[src/rtl/arb_pkg.sv]
// arb_pkg: register map, field layout and bus encodings of the per-slave arbiter
// assumes an AXI4-Lite register port and AHB-style master request signals
package arb_pkg;
  localparam int          ADDR_W        = 12;
  localparam int          BEAT_W        = 11;
  // register offsets (byte addresses)
  localparam logic [11:0] OFS_MCFG      = 12'h000;
  localparam logic [11:0] OFS_SCFG      = 12'h040;
  localparam logic [11:0] OFS_PRAS      = 12'h080;
  localparam logic [11:0] OFS_SYSIO     = 12'h114;
  localparam logic [11:0] OFS_WPMR      = 12'h1E4;
  localparam logic [11:0] OFS_WPSR      = 12'h1E8;
  // fields
  localparam int          SPLT_W        = 3;
  localparam logic [2:0]  SPLT_RST      = 3'h4;
  localparam logic [2:0]  SPLT_UNLIM    = 3'h0;
  localparam logic [2:0]  SPLT_SINGLE   = 3'h1;
  localparam int          SLOT_W        = 9;
  localparam logic [8:0]  SLOT_RST      = 9'h1FF;
  localparam int          POOL_W        = 2;
  localparam int          POOL_STRIDE   = 4;
  localparam logic [1:0]  POOL_BG       = 2'h0;
  localparam logic [1:0]  POOL_CRIT     = 2'h3;
  localparam int          PROT_EN_BIT   = 0;
  localparam int          KEY_LSB       = 8;
  localparam int          KEY_W         = 24;
  localparam int          VSRC_LSB      = 8;
  localparam int          VSRC_W        = 16;
  // ahb encodings
  localparam logic [1:0]  HTRANS_IDLE   = 2'h0;
  localparam logic [1:0]  HTRANS_NONSEQ = 2'h2;
  localparam logic [2:0]  HBURST_SINGLE = 3'h0;
  localparam logic [2:0]  HBURST_INCR   = 3'h1;
  localparam logic [2:0]  HBURST_X4A    = 3'h2;
  localparam logic [2:0]  HBURST_X4B    = 3'h3;
  localparam logic [2:0]  HBURST_X8A    = 3'h4;
  localparam logic [2:0]  HBURST_X8B    = 3'h5;
  // axi responses
  localparam logic [1:0]  RESP_OKAY     = 2'h0;
  localparam logic [1:0]  RESP_SLVERR   = 2'h2;
  typedef enum logic [0:0] {
    ST_FREE  = 1'b0,
    ST_OWNED = 1'b1
  } arb_state_e;
endpackage

[src/rtl/pool_picker.sv]
// pool_picker: combinational winner selection among requesting masters
// assumes level vector packed POOL_W bits per master, rr pointers from the caller
`timescale 1ns/1ps
`default_nettype none
module pool_picker #(
  parameter int NM = 6,
  parameter int IW = 3
) (
  // requests and levels
  input  wire logic [NM-1:0]                 req,
  input  wire logic [NM*arb_pkg::POOL_W-1:0] levels,
  input  wire logic [IW-1:0]                 rr_hi,
  input  wire logic [IW-1:0]                 rr_lo,
  // result
  output logic                               win_valid,
  output logic [IW-1:0]                      win_idx
);
  import arb_pkg::*;
  logic [POOL_W-1:0] top;
  logic [IW-1:0]     ptr;
  int                k;
  always_comb begin
    top       = POOL_BG;
    win_valid = |req;
    win_idx   = '0;
    ptr       = '0;
    k         = 0;
    // the pool level always decides first
    for (int i = 0; i < NM; i++) begin
      if (req[i] && levels[i*POOL_W +: POOL_W] > top) begin
        top = levels[i*POOL_W +: POOL_W];
      end
    end
    if (top == POOL_CRIT || top == POOL_BG) begin
      ptr = (top == POOL_CRIT) ? rr_hi : rr_lo;
      // walk downward so the nearest index above the pointer wins last
      for (int i = NM; i >= 1; i--) begin
        k = (int'(ptr) + i) % NM;
        if (req[k] && levels[k*POOL_W +: POOL_W] == top) begin
          win_idx = IW'(k);
        end
      end
    end else begin
      for (int i = 0; i < NM; i++) begin
        if (req[i] && levels[i*POOL_W +: POOL_W] == top) begin
          win_idx = IW'(i);
        end
      end
    end
  end
endmodule
`default_nettype wire

[src/rtl/slave_arbiter.sv]
// slave_arbiter: arbiter for one slave port of a multi-master bus matrix
// assumes master request signals come from logic on aclk; registers over AXI4-Lite
//
// Summary of operation
// re-arbitrate only on idle, single access, burst end or slot expiry
// defined-length bursts end exactly at their last implied beat
// unlimited split setting makes no artificial burst end
// single split setting ends the burst at every INCR beat
// split settings 4..128 end the burst at each such beat boundary
// software should avoid splits of 8 beats or fewer
// slot counter loads the slot limit at each arbitration, then counts down
// expired slot counter allows re-arbitration at end of current access
// slot limit zero disables slot breaking
// four priority pools, 3 critical down to 0 background
// round-robin inside pools 3 and 0, fixed priority elsewhere
// pool level set per master by register, always evaluated first
// after reset masters sit in pool 0
// highest-pool requester in pool 3 or 0 waits at most one round of its pool
// larger pool level wins between pools
// within intermediate pools the highest master index wins
// pools 3 and 0 rotate through increasing master index
// software should keep processor masters at pool 2
// protect enable bit write-protects the configuration registers
// protected write sets violation flag and records the target offset
// writing the mode register with the right key clears the flag
// protection covers master, slave, priority and system registers
// split field 0 unlimited, 1 single, 2..7 four to 128 beats
// a blocked write leaves the register unchanged
// at most one grant per arbitration point, none without a request, held until the next
`timescale 1ns/1ps
`default_nettype none
module slave_arbiter #(
  parameter int                NM        = 6,
  parameter logic [23:0]       KEY       = 24'h5A3C71  // arbitrary value
) (
  // clock and reset
  input  wire logic                        aclk,
  input  wire logic                        aresetn,
  // axi4-lite write
  input  wire logic [arb_pkg::ADDR_W-1:0]  awaddr,
  input  wire logic                        awvalid,
  output logic                             awready,
  input  wire logic [31:0]                 wdata,
  input  wire logic [3:0]                  wstrb,
  input  wire logic                        wvalid,
  output logic                             wready,
  output logic [1:0]                       bresp,
  output logic                             bvalid,
  input  wire logic                        bready,
  // axi4-lite read
  input  wire logic [arb_pkg::ADDR_W-1:0]  araddr,
  input  wire logic                        arvalid,
  output logic                             arready,
  output logic [31:0]                      rdata,
  output logic [1:0]                       rresp,
  output logic                             rvalid,
  input  wire logic                        rready,
  // masters
  input  wire logic [NM*2-1:0]             m_htrans,
  input  wire logic [NM*3-1:0]             m_hburst,
  input  wire logic                        hready,
  // grant
  output logic [NM-1:0]                    grant,
  output logic [$clog2(NM)-1:0]            grant_idx,
  output logic                             arb_point
);
  import arb_pkg::*;
  localparam int IW = $clog2(NM);

  function automatic logic [31:0] merge(input logic [31:0] old, input logic [31:0] nw,
                                        input logic [3:0] strb);
    logic [31:0] r;
    r = old;
    for (int b = 0; b < 4; b++) begin
      if (strb[b]) begin
        r[b*8 +: 8] = nw[b*8 +: 8];
      end
    end
    return r;
  endfunction

  function automatic logic hit_mcfg(input logic [ADDR_W-1:0] a);
    return a >= OFS_MCFG && a < OFS_MCFG + ADDR_W'(NM * 4) && a[1:0] == 2'h0;
  endfunction

  function automatic logic [IW-1:0] mcfg_idx(input logic [ADDR_W-1:0] a);
    logic [ADDR_W-1:0] d;
    d = a - OFS_MCFG;
    return IW'(d[ADDR_W-1:2]);
  endfunction

  // protectable set: master, slave, priority and system registers
  function automatic logic hit_prot(input logic [ADDR_W-1:0] a);
    return hit_mcfg(a) || a == OFS_SCFG || a == OFS_PRAS || a == OFS_SYSIO;
  endfunction

  // beats per arbitration segment, zero means no predicted end
  function automatic logic [BEAT_W-1:0] seg_len(input logic [2:0] hb, input logic [2:0] ul);
    logic [BEAT_W-1:0] n;
    case (hb)
      HBURST_SINGLE: n = BEAT_W'(1);
      HBURST_INCR: begin
        if (ul == SPLT_UNLIM) begin
          n = '0;
        end else if (ul == SPLT_SINGLE) begin
          n = BEAT_W'(1);
        end else begin
          n = BEAT_W'(1) << ul;
        end
      end
      HBURST_X4A, HBURST_X4B: n = BEAT_W'(4);
      HBURST_X8A, HBURST_X8B: n = BEAT_W'(8);
      default: n = BEAT_W'(16);
    endcase
    return n;
  endfunction

  // configuration state
  logic [SPLT_W-1:0] splt_ff [NM];
  logic [SLOT_W-1:0] slot_cfg_ff;
  logic [31:0]       prio_ff;
  logic [31:0]       sysio_ff;
  logic              protect_on_ff;
  logic              violation_flag_ff;
  logic [VSRC_W-1:0] violation_source_ff;

  // write channel state
  logic              aw_held_ff;
  logic              w_held_ff;
  logic [ADDR_W-1:0] waddr_ff;
  logic [31:0]       wdata_ff;
  logic [3:0]        wstrb_ff;
  logic              do_write;
  logic              wr_blocked;
  logic              wr_mapped;

  assign awready    = !aw_held_ff && !bvalid;
  assign wready     = !w_held_ff && !bvalid;
  assign do_write   = aw_held_ff && w_held_ff && !bvalid;
  assign wr_blocked = protect_on_ff && hit_prot(waddr_ff);
  assign wr_mapped  = hit_prot(waddr_ff) || waddr_ff == OFS_WPMR || waddr_ff == OFS_WPSR;

  // address and data are taken independently, in either order
  always_ff @(posedge aclk) begin
    if (!aresetn) begin
      aw_held_ff <= 1'b0;
      w_held_ff  <= 1'b0;
      waddr_ff   <= '0;
      wdata_ff   <= '0;
      wstrb_ff   <= '0;
    end else begin
      if (awvalid && awready) begin
        aw_held_ff <= 1'b1;
        waddr_ff   <= awaddr;
      end else if (do_write) begin
        aw_held_ff <= 1'b0;
      end
      if (wvalid && wready) begin
        w_held_ff <= 1'b1;
        wdata_ff  <= wdata;
        wstrb_ff  <= wstrb;
      end else if (do_write) begin
        w_held_ff <= 1'b0;
      end
    end
  end

  always_ff @(posedge aclk) begin
    if (!aresetn) begin
      bvalid <= 1'b0;
      bresp  <= RESP_OKAY;
    end else if (do_write) begin
      bvalid <= 1'b1;
      bresp  <= wr_mapped ? RESP_OKAY : RESP_SLVERR;
    end else if (bready) begin
      bvalid <= 1'b0;
    end
  end

  always_ff @(posedge aclk) begin
    if (!aresetn) begin
      for (int i = 0; i < NM; i++) begin
        splt_ff[i] <= SPLT_RST;
      end
    end else if (do_write && !wr_blocked && hit_mcfg(waddr_ff)) begin
      splt_ff[mcfg_idx(waddr_ff)] <= wstrb_ff[0] ? wdata_ff[SPLT_W-1:0]
                                                 : splt_ff[mcfg_idx(waddr_ff)];
    end
  end

  always_ff @(posedge aclk) begin
    if (!aresetn) begin
      slot_cfg_ff <= SLOT_RST;
      prio_ff     <= '0;
      sysio_ff    <= '0;
    end else if (do_write && !wr_blocked) begin
      if (waddr_ff == OFS_SCFG) begin
        slot_cfg_ff <= SLOT_W'(merge(32'(slot_cfg_ff), wdata_ff, wstrb_ff));
      end
      if (waddr_ff == OFS_PRAS) begin
        prio_ff <= merge(prio_ff, wdata_ff, wstrb_ff);
      end
      if (waddr_ff == OFS_SYSIO) begin
        sysio_ff <= merge(sysio_ff, wdata_ff, wstrb_ff);
      end
    end
  end

  // a keyed mode write and a violation never meet in one cycle: one write at a time
  always_ff @(posedge aclk) begin
    if (!aresetn) begin
      protect_on_ff       <= 1'b0;
      violation_flag_ff   <= 1'b0;
      violation_source_ff <= '0;
    end else if (do_write) begin
      if (waddr_ff == OFS_WPMR && wdata_ff[KEY_LSB +: KEY_W] == KEY) begin
        protect_on_ff     <= wdata_ff[PROT_EN_BIT];
        violation_flag_ff <= 1'b0;
      end
      if (wr_blocked) begin
        violation_flag_ff   <= 1'b1;
        violation_source_ff <= VSRC_W'(waddr_ff);
      end
    end
  end

  // read channel
  logic [31:0] rd_mux;
  logic        rd_hit;
  always_comb begin
    rd_mux = '0;
    rd_hit = 1'b1;
    if (hit_mcfg(araddr)) begin
      rd_mux[SPLT_W-1:0] = splt_ff[mcfg_idx(araddr)];
    end else if (araddr == OFS_SCFG) begin
      rd_mux[SLOT_W-1:0] = slot_cfg_ff;
    end else if (araddr == OFS_PRAS) begin
      for (int i = 0; i < NM; i++) begin
        rd_mux[i*POOL_STRIDE +: POOL_W] = prio_ff[i*POOL_STRIDE +: POOL_W];
      end
    end else if (araddr == OFS_SYSIO) begin
      rd_mux = sysio_ff;
    end else if (araddr == OFS_WPMR) begin
      rd_mux[PROT_EN_BIT] = protect_on_ff;
    end else if (araddr == OFS_WPSR) begin
      rd_mux[0]                   = violation_flag_ff;
      rd_mux[VSRC_LSB +: VSRC_W]  = violation_source_ff;
    end else begin
      rd_hit = 1'b0;
    end
  end

  assign arready = !rvalid;

  always_ff @(posedge aclk) begin
    if (!aresetn) begin
      rvalid <= 1'b0;
      rdata  <= '0;
      rresp  <= RESP_OKAY;
    end else if (arvalid && arready) begin
      rvalid <= 1'b1;
      rdata  <= rd_mux;
      rresp  <= rd_hit ? RESP_OKAY : RESP_SLVERR;
    end else if (rready) begin
      rvalid <= 1'b0;
    end
  end

  // arbitration
  arb_state_e        state_ff;
  logic [IW-1:0]     owner_ff;
  logic [IW-1:0]     rr_hi_ff;
  logic [IW-1:0]     rr_lo_ff;
  logic [BEAT_W-1:0] beat_ff;
  logic [SLOT_W-1:0] slot_cnt_ff;
  logic [1:0]        cur_trans;
  logic [2:0]        cur_burst;
  logic [BEAT_W-1:0] cur_beats;
  logic [BEAT_W-1:0] len;
  logic              idle_cyc;
  logic              last_beat;
  logic              slot_break;
  logic [NM-1:0]     req;
  logic [NM*POOL_W-1:0] levels;
  logic              win_valid;
  logic [IW-1:0]     win_idx;

  always_comb begin
    for (int i = 0; i < NM; i++) begin
      req[i]                      = m_htrans[i*2 +: 2] != HTRANS_IDLE;
      levels[i*POOL_W +: POOL_W]  = prio_ff[i*POOL_STRIDE +: POOL_W];
    end
  end

  assign cur_trans  = m_htrans[owner_ff*2 +: 2];
  assign cur_burst  = m_hburst[owner_ff*3 +: 3];
  assign cur_beats  = (cur_trans == HTRANS_NONSEQ) ? BEAT_W'(1) : beat_ff + BEAT_W'(1);
  assign len        = seg_len(cur_burst, splt_ff[owner_ff]);
  assign idle_cyc   = state_ff == ST_FREE || cur_trans == HTRANS_IDLE;
  // single access and burst end both land here; a zero length never matches
  assign last_beat  = hready && cur_trans[1] && len != '0
                      && (cur_beats & (len - BEAT_W'(1))) == '0;
  assign slot_break = slot_cfg_ff != '0 && slot_cnt_ff == '0
                      && hready && cur_trans[1];
  assign arb_point  = idle_cyc || last_beat || slot_break;

  pool_picker #(
    .NM (NM),
    .IW (IW)
  ) u_pick (
    .req       (req),
    .levels    (levels),
    .rr_hi     (rr_hi_ff),
    .rr_lo     (rr_lo_ff),
    .win_valid (win_valid),
    .win_idx   (win_idx)
  );

  always_ff @(posedge aclk) begin
    if (!aresetn) begin
      state_ff <= ST_FREE;
      owner_ff <= '0;
      rr_hi_ff <= IW'(NM - 1);
      rr_lo_ff <= IW'(NM - 1);
    end else if (arb_point) begin
      state_ff <= win_valid ? ST_OWNED : ST_FREE;
      owner_ff <= win_valid ? win_idx : owner_ff;
      if (win_valid && levels[win_idx*POOL_W +: POOL_W] == POOL_CRIT) begin
        rr_hi_ff <= win_idx;
      end
      if (win_valid && levels[win_idx*POOL_W +: POOL_W] == POOL_BG) begin
        rr_lo_ff <= win_idx;
      end
    end
  end

  always_ff @(posedge aclk) begin
    if (!aresetn) begin
      beat_ff <= '0;
    end else if (arb_point) begin
      beat_ff <= '0;
    end else if (hready && cur_trans[1]) begin
      beat_ff <= cur_beats;
    end
  end

  // counting stops at zero so an unbroken access stays breakable
  always_ff @(posedge aclk) begin
    if (!aresetn) begin
      slot_cnt_ff <= SLOT_RST;
    end else if (arb_point) begin
      slot_cnt_ff <= slot_cfg_ff;
    end else if (slot_cnt_ff != '0) begin
      slot_cnt_ff <= slot_cnt_ff - SLOT_W'(1);
    end
  end

  always_comb begin
    grant = '0;
    if (state_ff == ST_OWNED) begin
      grant[owner_ff] = 1'b1;
    end
  end
  assign grant_idx = owner_ff;
endmodule
`default_nettype wire

[config.mk]
export PLATFORM = sky130hd
export DESIGN_NAME = slave_arbiter
export DESIGN_NICKNAME = d
export VERILOG_FILES = /design/src/rtl/arb_pkg.sv /design/src/rtl/pool_picker.sv /design/src/rtl/slave_arbiter.sv
export SDC_FILE = /design/constraint.sdc
export NUM_CORES = 1
export LEC_CHECK = 0
export BUFFER_PORTS_ARGS = -buffer_cell sky130_fd_sc_hd__buf_2
export CORE_MARGIN = 3
export CORE_UTILIZATION = 53
export DETAILED_ROUTE_END_ITERATION = 7
export GPL_TIMING_DRIVEN = 1
export PLACE_DENSITY = 0.77
export SETUP_SLACK_MARGIN = 0.05
export SYNTH_ARGS = -nofsm -noshare
export SYNTH_HDL_FRONTEND = slang
export SYNTH_SLANG_ARGS = --single-unit
export TNS_END_PERCENT = 10
[constraint.sdc]
create_clock -name aclk -period 11.83 [get_ports aclk]
set_input_delay 0 -clock aclk [delete_from_list [all_inputs] [get_ports aclk]]
set_output_delay 0 -clock aclk [all_outputs]
set_load 0.02 [all_outputs]
==> results.toml <==
[timing]
clock_skew_ns = 0.0282
fin_ws_ns = 0.596
whs_ns = 0.0275
slew_violations = 0
tightest_slew_ns = 1.11
post-route-period-util_pct = 95.0
fmax_mhz = 89.0
finalSetupViolCount = 0
min_period_ns = 11.23
hold_viol_final = 0
maxSlewHeadroom_pct = 25.6

[pwr]
p_leak_nw = 5.85
power_density_nw_per_um2 = 184
swShare_pct = 38.6
power_frac_comb_pct = 46.4
power.internal_mw = 1.68
pwr-share-seq_pct = 29.1
ir_drop_uv = 111
clockPowerShare_pct = 24.5
p_sw_mw = 1.05

[synth]
synth-edff-count = 24
synth_warnings = 0
ys.flop_type = "dfxtp_1"
synthDistinctLibCells = 92
seq_area_frac_synth_pct = 35.6
synth_seq_cells = 207
synthCells = 1477
async_flop_share_pct = 0
syn_area_um2 = 12300
avgSynthCellArea_um2 = 8.33

[hold_path]
hp-class = "input pin to flip-flop"
hold_depth = 4

[setup_path]
cp_max_fo = 5
slowest_stage = "or4_1"
worstPathRequired_ns = 12.24
rr_worst_depth = 49
crit_top_cell = "ha_1"
startpoint_type = "flip-flop"
cp.arrival_ns = 11.64
cpPeakStageDelay_ns = 0.47
path_class = "flip-flop to flip-flop"
setup.worst_path.end_class = "flip-flop"

[floorplanning]
dieArea_um2 = 25100
start_util_pct = 54.2
io_pins = 149
die_h_um = 158
core_um2 = 22700
rows = 55
die_w_um = 158

[placed_design]
gp_congestion = 1.01
placed_cell_area_um2 = 13400
dpl.hpwl_um = 25900
dp_slack_ns = 0.0672
io_buffers = 146
dp.cells = 1870

[cells_and_area]
nets = 1797
layout_commonest_cell = "nand2_1"
final_cell_mix = "nand2_1 (201), nor2_1 (190), dfxtp_1 (182)"
syn_to_final_growth_pct = 20.5
final_cell_area_um2 = 14800
final_layout_size_suffix_gt1_share_pct = 18.6
fin_cells = 1971
final_util_pct = 65.2

[drt]
ant_nets = 0
routed_wl_um = 37200
drc = 0
vias = 12100
drt_pass1_iterations = 5
via_per_inst = 6.14
drtIter0Drc = 1088
wl_per_cell_um = 18.9

[global_routing]
grt_pass1_vias = 11400
grt_max_degree = 74
grt_pass1_wl_um = 58200
antenna_found_initial = 1
grt_overflow = 0
grt_usage_pct = 28.5

[cts]
cts_buffers = 22
htree_levels = 1
cts_tree = "yes"
clkLatencyLatePin_ns = 0.51
cts_buffer_depth = 3
cts.sink_count = 207
clk_pin_slew_ns = 0.07
clockRootBuffer = "clkbuf_16"

[outcome]
outcome = "finished, final reports clean"

[run]
max-cap-violations = 0
==> path summary, 6_finish.rpt <==
| kind | startpoint | to | slack [ns] |
|---|---|---|---|
| min reg2reg | waddr_ff[1]$_SDFFE_PN0P_ | waddr_ff[1]$_SDFFE_PN0P_ | 0.46 |
| min | arvalid | rdata[5]$_SDFFE_PN0P_ | 0.03 |
| max reg2reg | prio_ff[1]$_SDFFE_PN0P_ | rr_hi_ff[0]$_SDFFE_PN1P_ | 0.60 |
| max | prio_ff[1]$_SDFFE_PN0P_ | rr_hi_ff[0]$_SDFFE_PN1P_ | 0.60 |
==> cell type report <==
type / instances / area [µm²]
Fill cell: 1859 / 7900
Multi-Input combinational cell: 1150 / 7570
Sequential cell: 207 / 4390
Timing Repair Buffer: 249 / 1640
Clock buffer: 36 / 684
Tap cell: 285 / 357
Inverter: 40 / 155
Clock inverter: 3 / 18.8
Antenna cell: 1 / 2.50
==> repair_timing <==
item / 4_1_cts / 5_1_grt
hold buffers: 55 / 0
setup endpoints to repair: 4 / 6
pin swaps: 1 / 4
gates resized for setup: 1 / 22
endpoints found under the hold margin: 60 / 0
buffers inserted: 2 / 4
==> through the flow <==
stage	power, mW	TNS, ns
detailed placement	2.00	0
CTS	2.68	0
floorplan	1.68	0
global placement	1.98	0
finish	2.73	0
global route	2.87	-0.00290
==> critical path, delay by kind of cell, from the launching register on <==
family,cells,cell delay [ns]
AOI/OAI and AO/OA,17,3.38
DFF,1,0.31
and+or+nand+nor,14,2.83
buffers and inverters,3,0.40
xor gates and xnor gates,1,0.23
adders and majority gates,8,2.16
muxes,6,1.79
==> flip-flops by register name, summed over array words and instances, names as in the netlist, 4 cells and up, named ones only <==
| name | cells |
|---|---|
| wstrb_ff | 4 |
| sysio_ff | 32 |
| slot_cfg_ff | 9 |
| wdata_ff | 32 |
| splt_ff | 24 |
| waddr_ff | 12 |
| violation_source_ff | 12 |
| rdata | 32 |
| beat_ff | 8 |
| prio_ff | 12 |
| slot_cnt_ff | 9 |
==> cell families (layout without fill, tap and decap cells) <==
logic type,after synthesis,after routing,share of synthesized area [%]
simple gates,609,609,23.0
flops,207,207,35.6
compound gates,331,331,18.5
fa+ha+maj,30,30,3.03
other cells,1,9,0.0305
mux,143,143,13.5
xor+xnor,29,29,2.22
buf+inv,127,328,4.12
==> power by group through the flow <==
stage,logic [mW],clock network [mW],registers [mW]
finish,1.27,0.670,0.794
global route,1.37,0.703,0.798
CTS,1.22,0.676,0.793
detailed placement,1.19,0,0.808
global placement,1.17,0,0.807
floorplan,0.898,0,0.783
==> per-layer routing <==
metal	global-route usage, %	part of all wire (%)	vias up
li1	-	-	5724
met1	39.1	42	5778
met2	46.8	47	522
met3	4.68	8.6	81
met4	8.28	2.6	0
met5	0	0	-
==> Yosys cell counts, types with 29 or more instances <==
| cell | number | area [µm²] |
|---|---|---|
| clkbuf_1 | 71 | 267 |
| inv_1 | 33 | 124 |
| mux2i_1 | 106 | 1060 |
| nand2_1 | 201 | 754 |
| dfxtp_1 | 183 | 3660 |
| nor3_1 | 38 | 190 |
| nand3_1 | 30 | 150 |
| ha_1 | 29 | 363 |
| nor2_1 | 192 | 721 |
| a21oi_1 | 109 | 546 |
| o21ai_0 | 39 | 195 |
No activity file was read; power rests on OpenSTA's default activity.
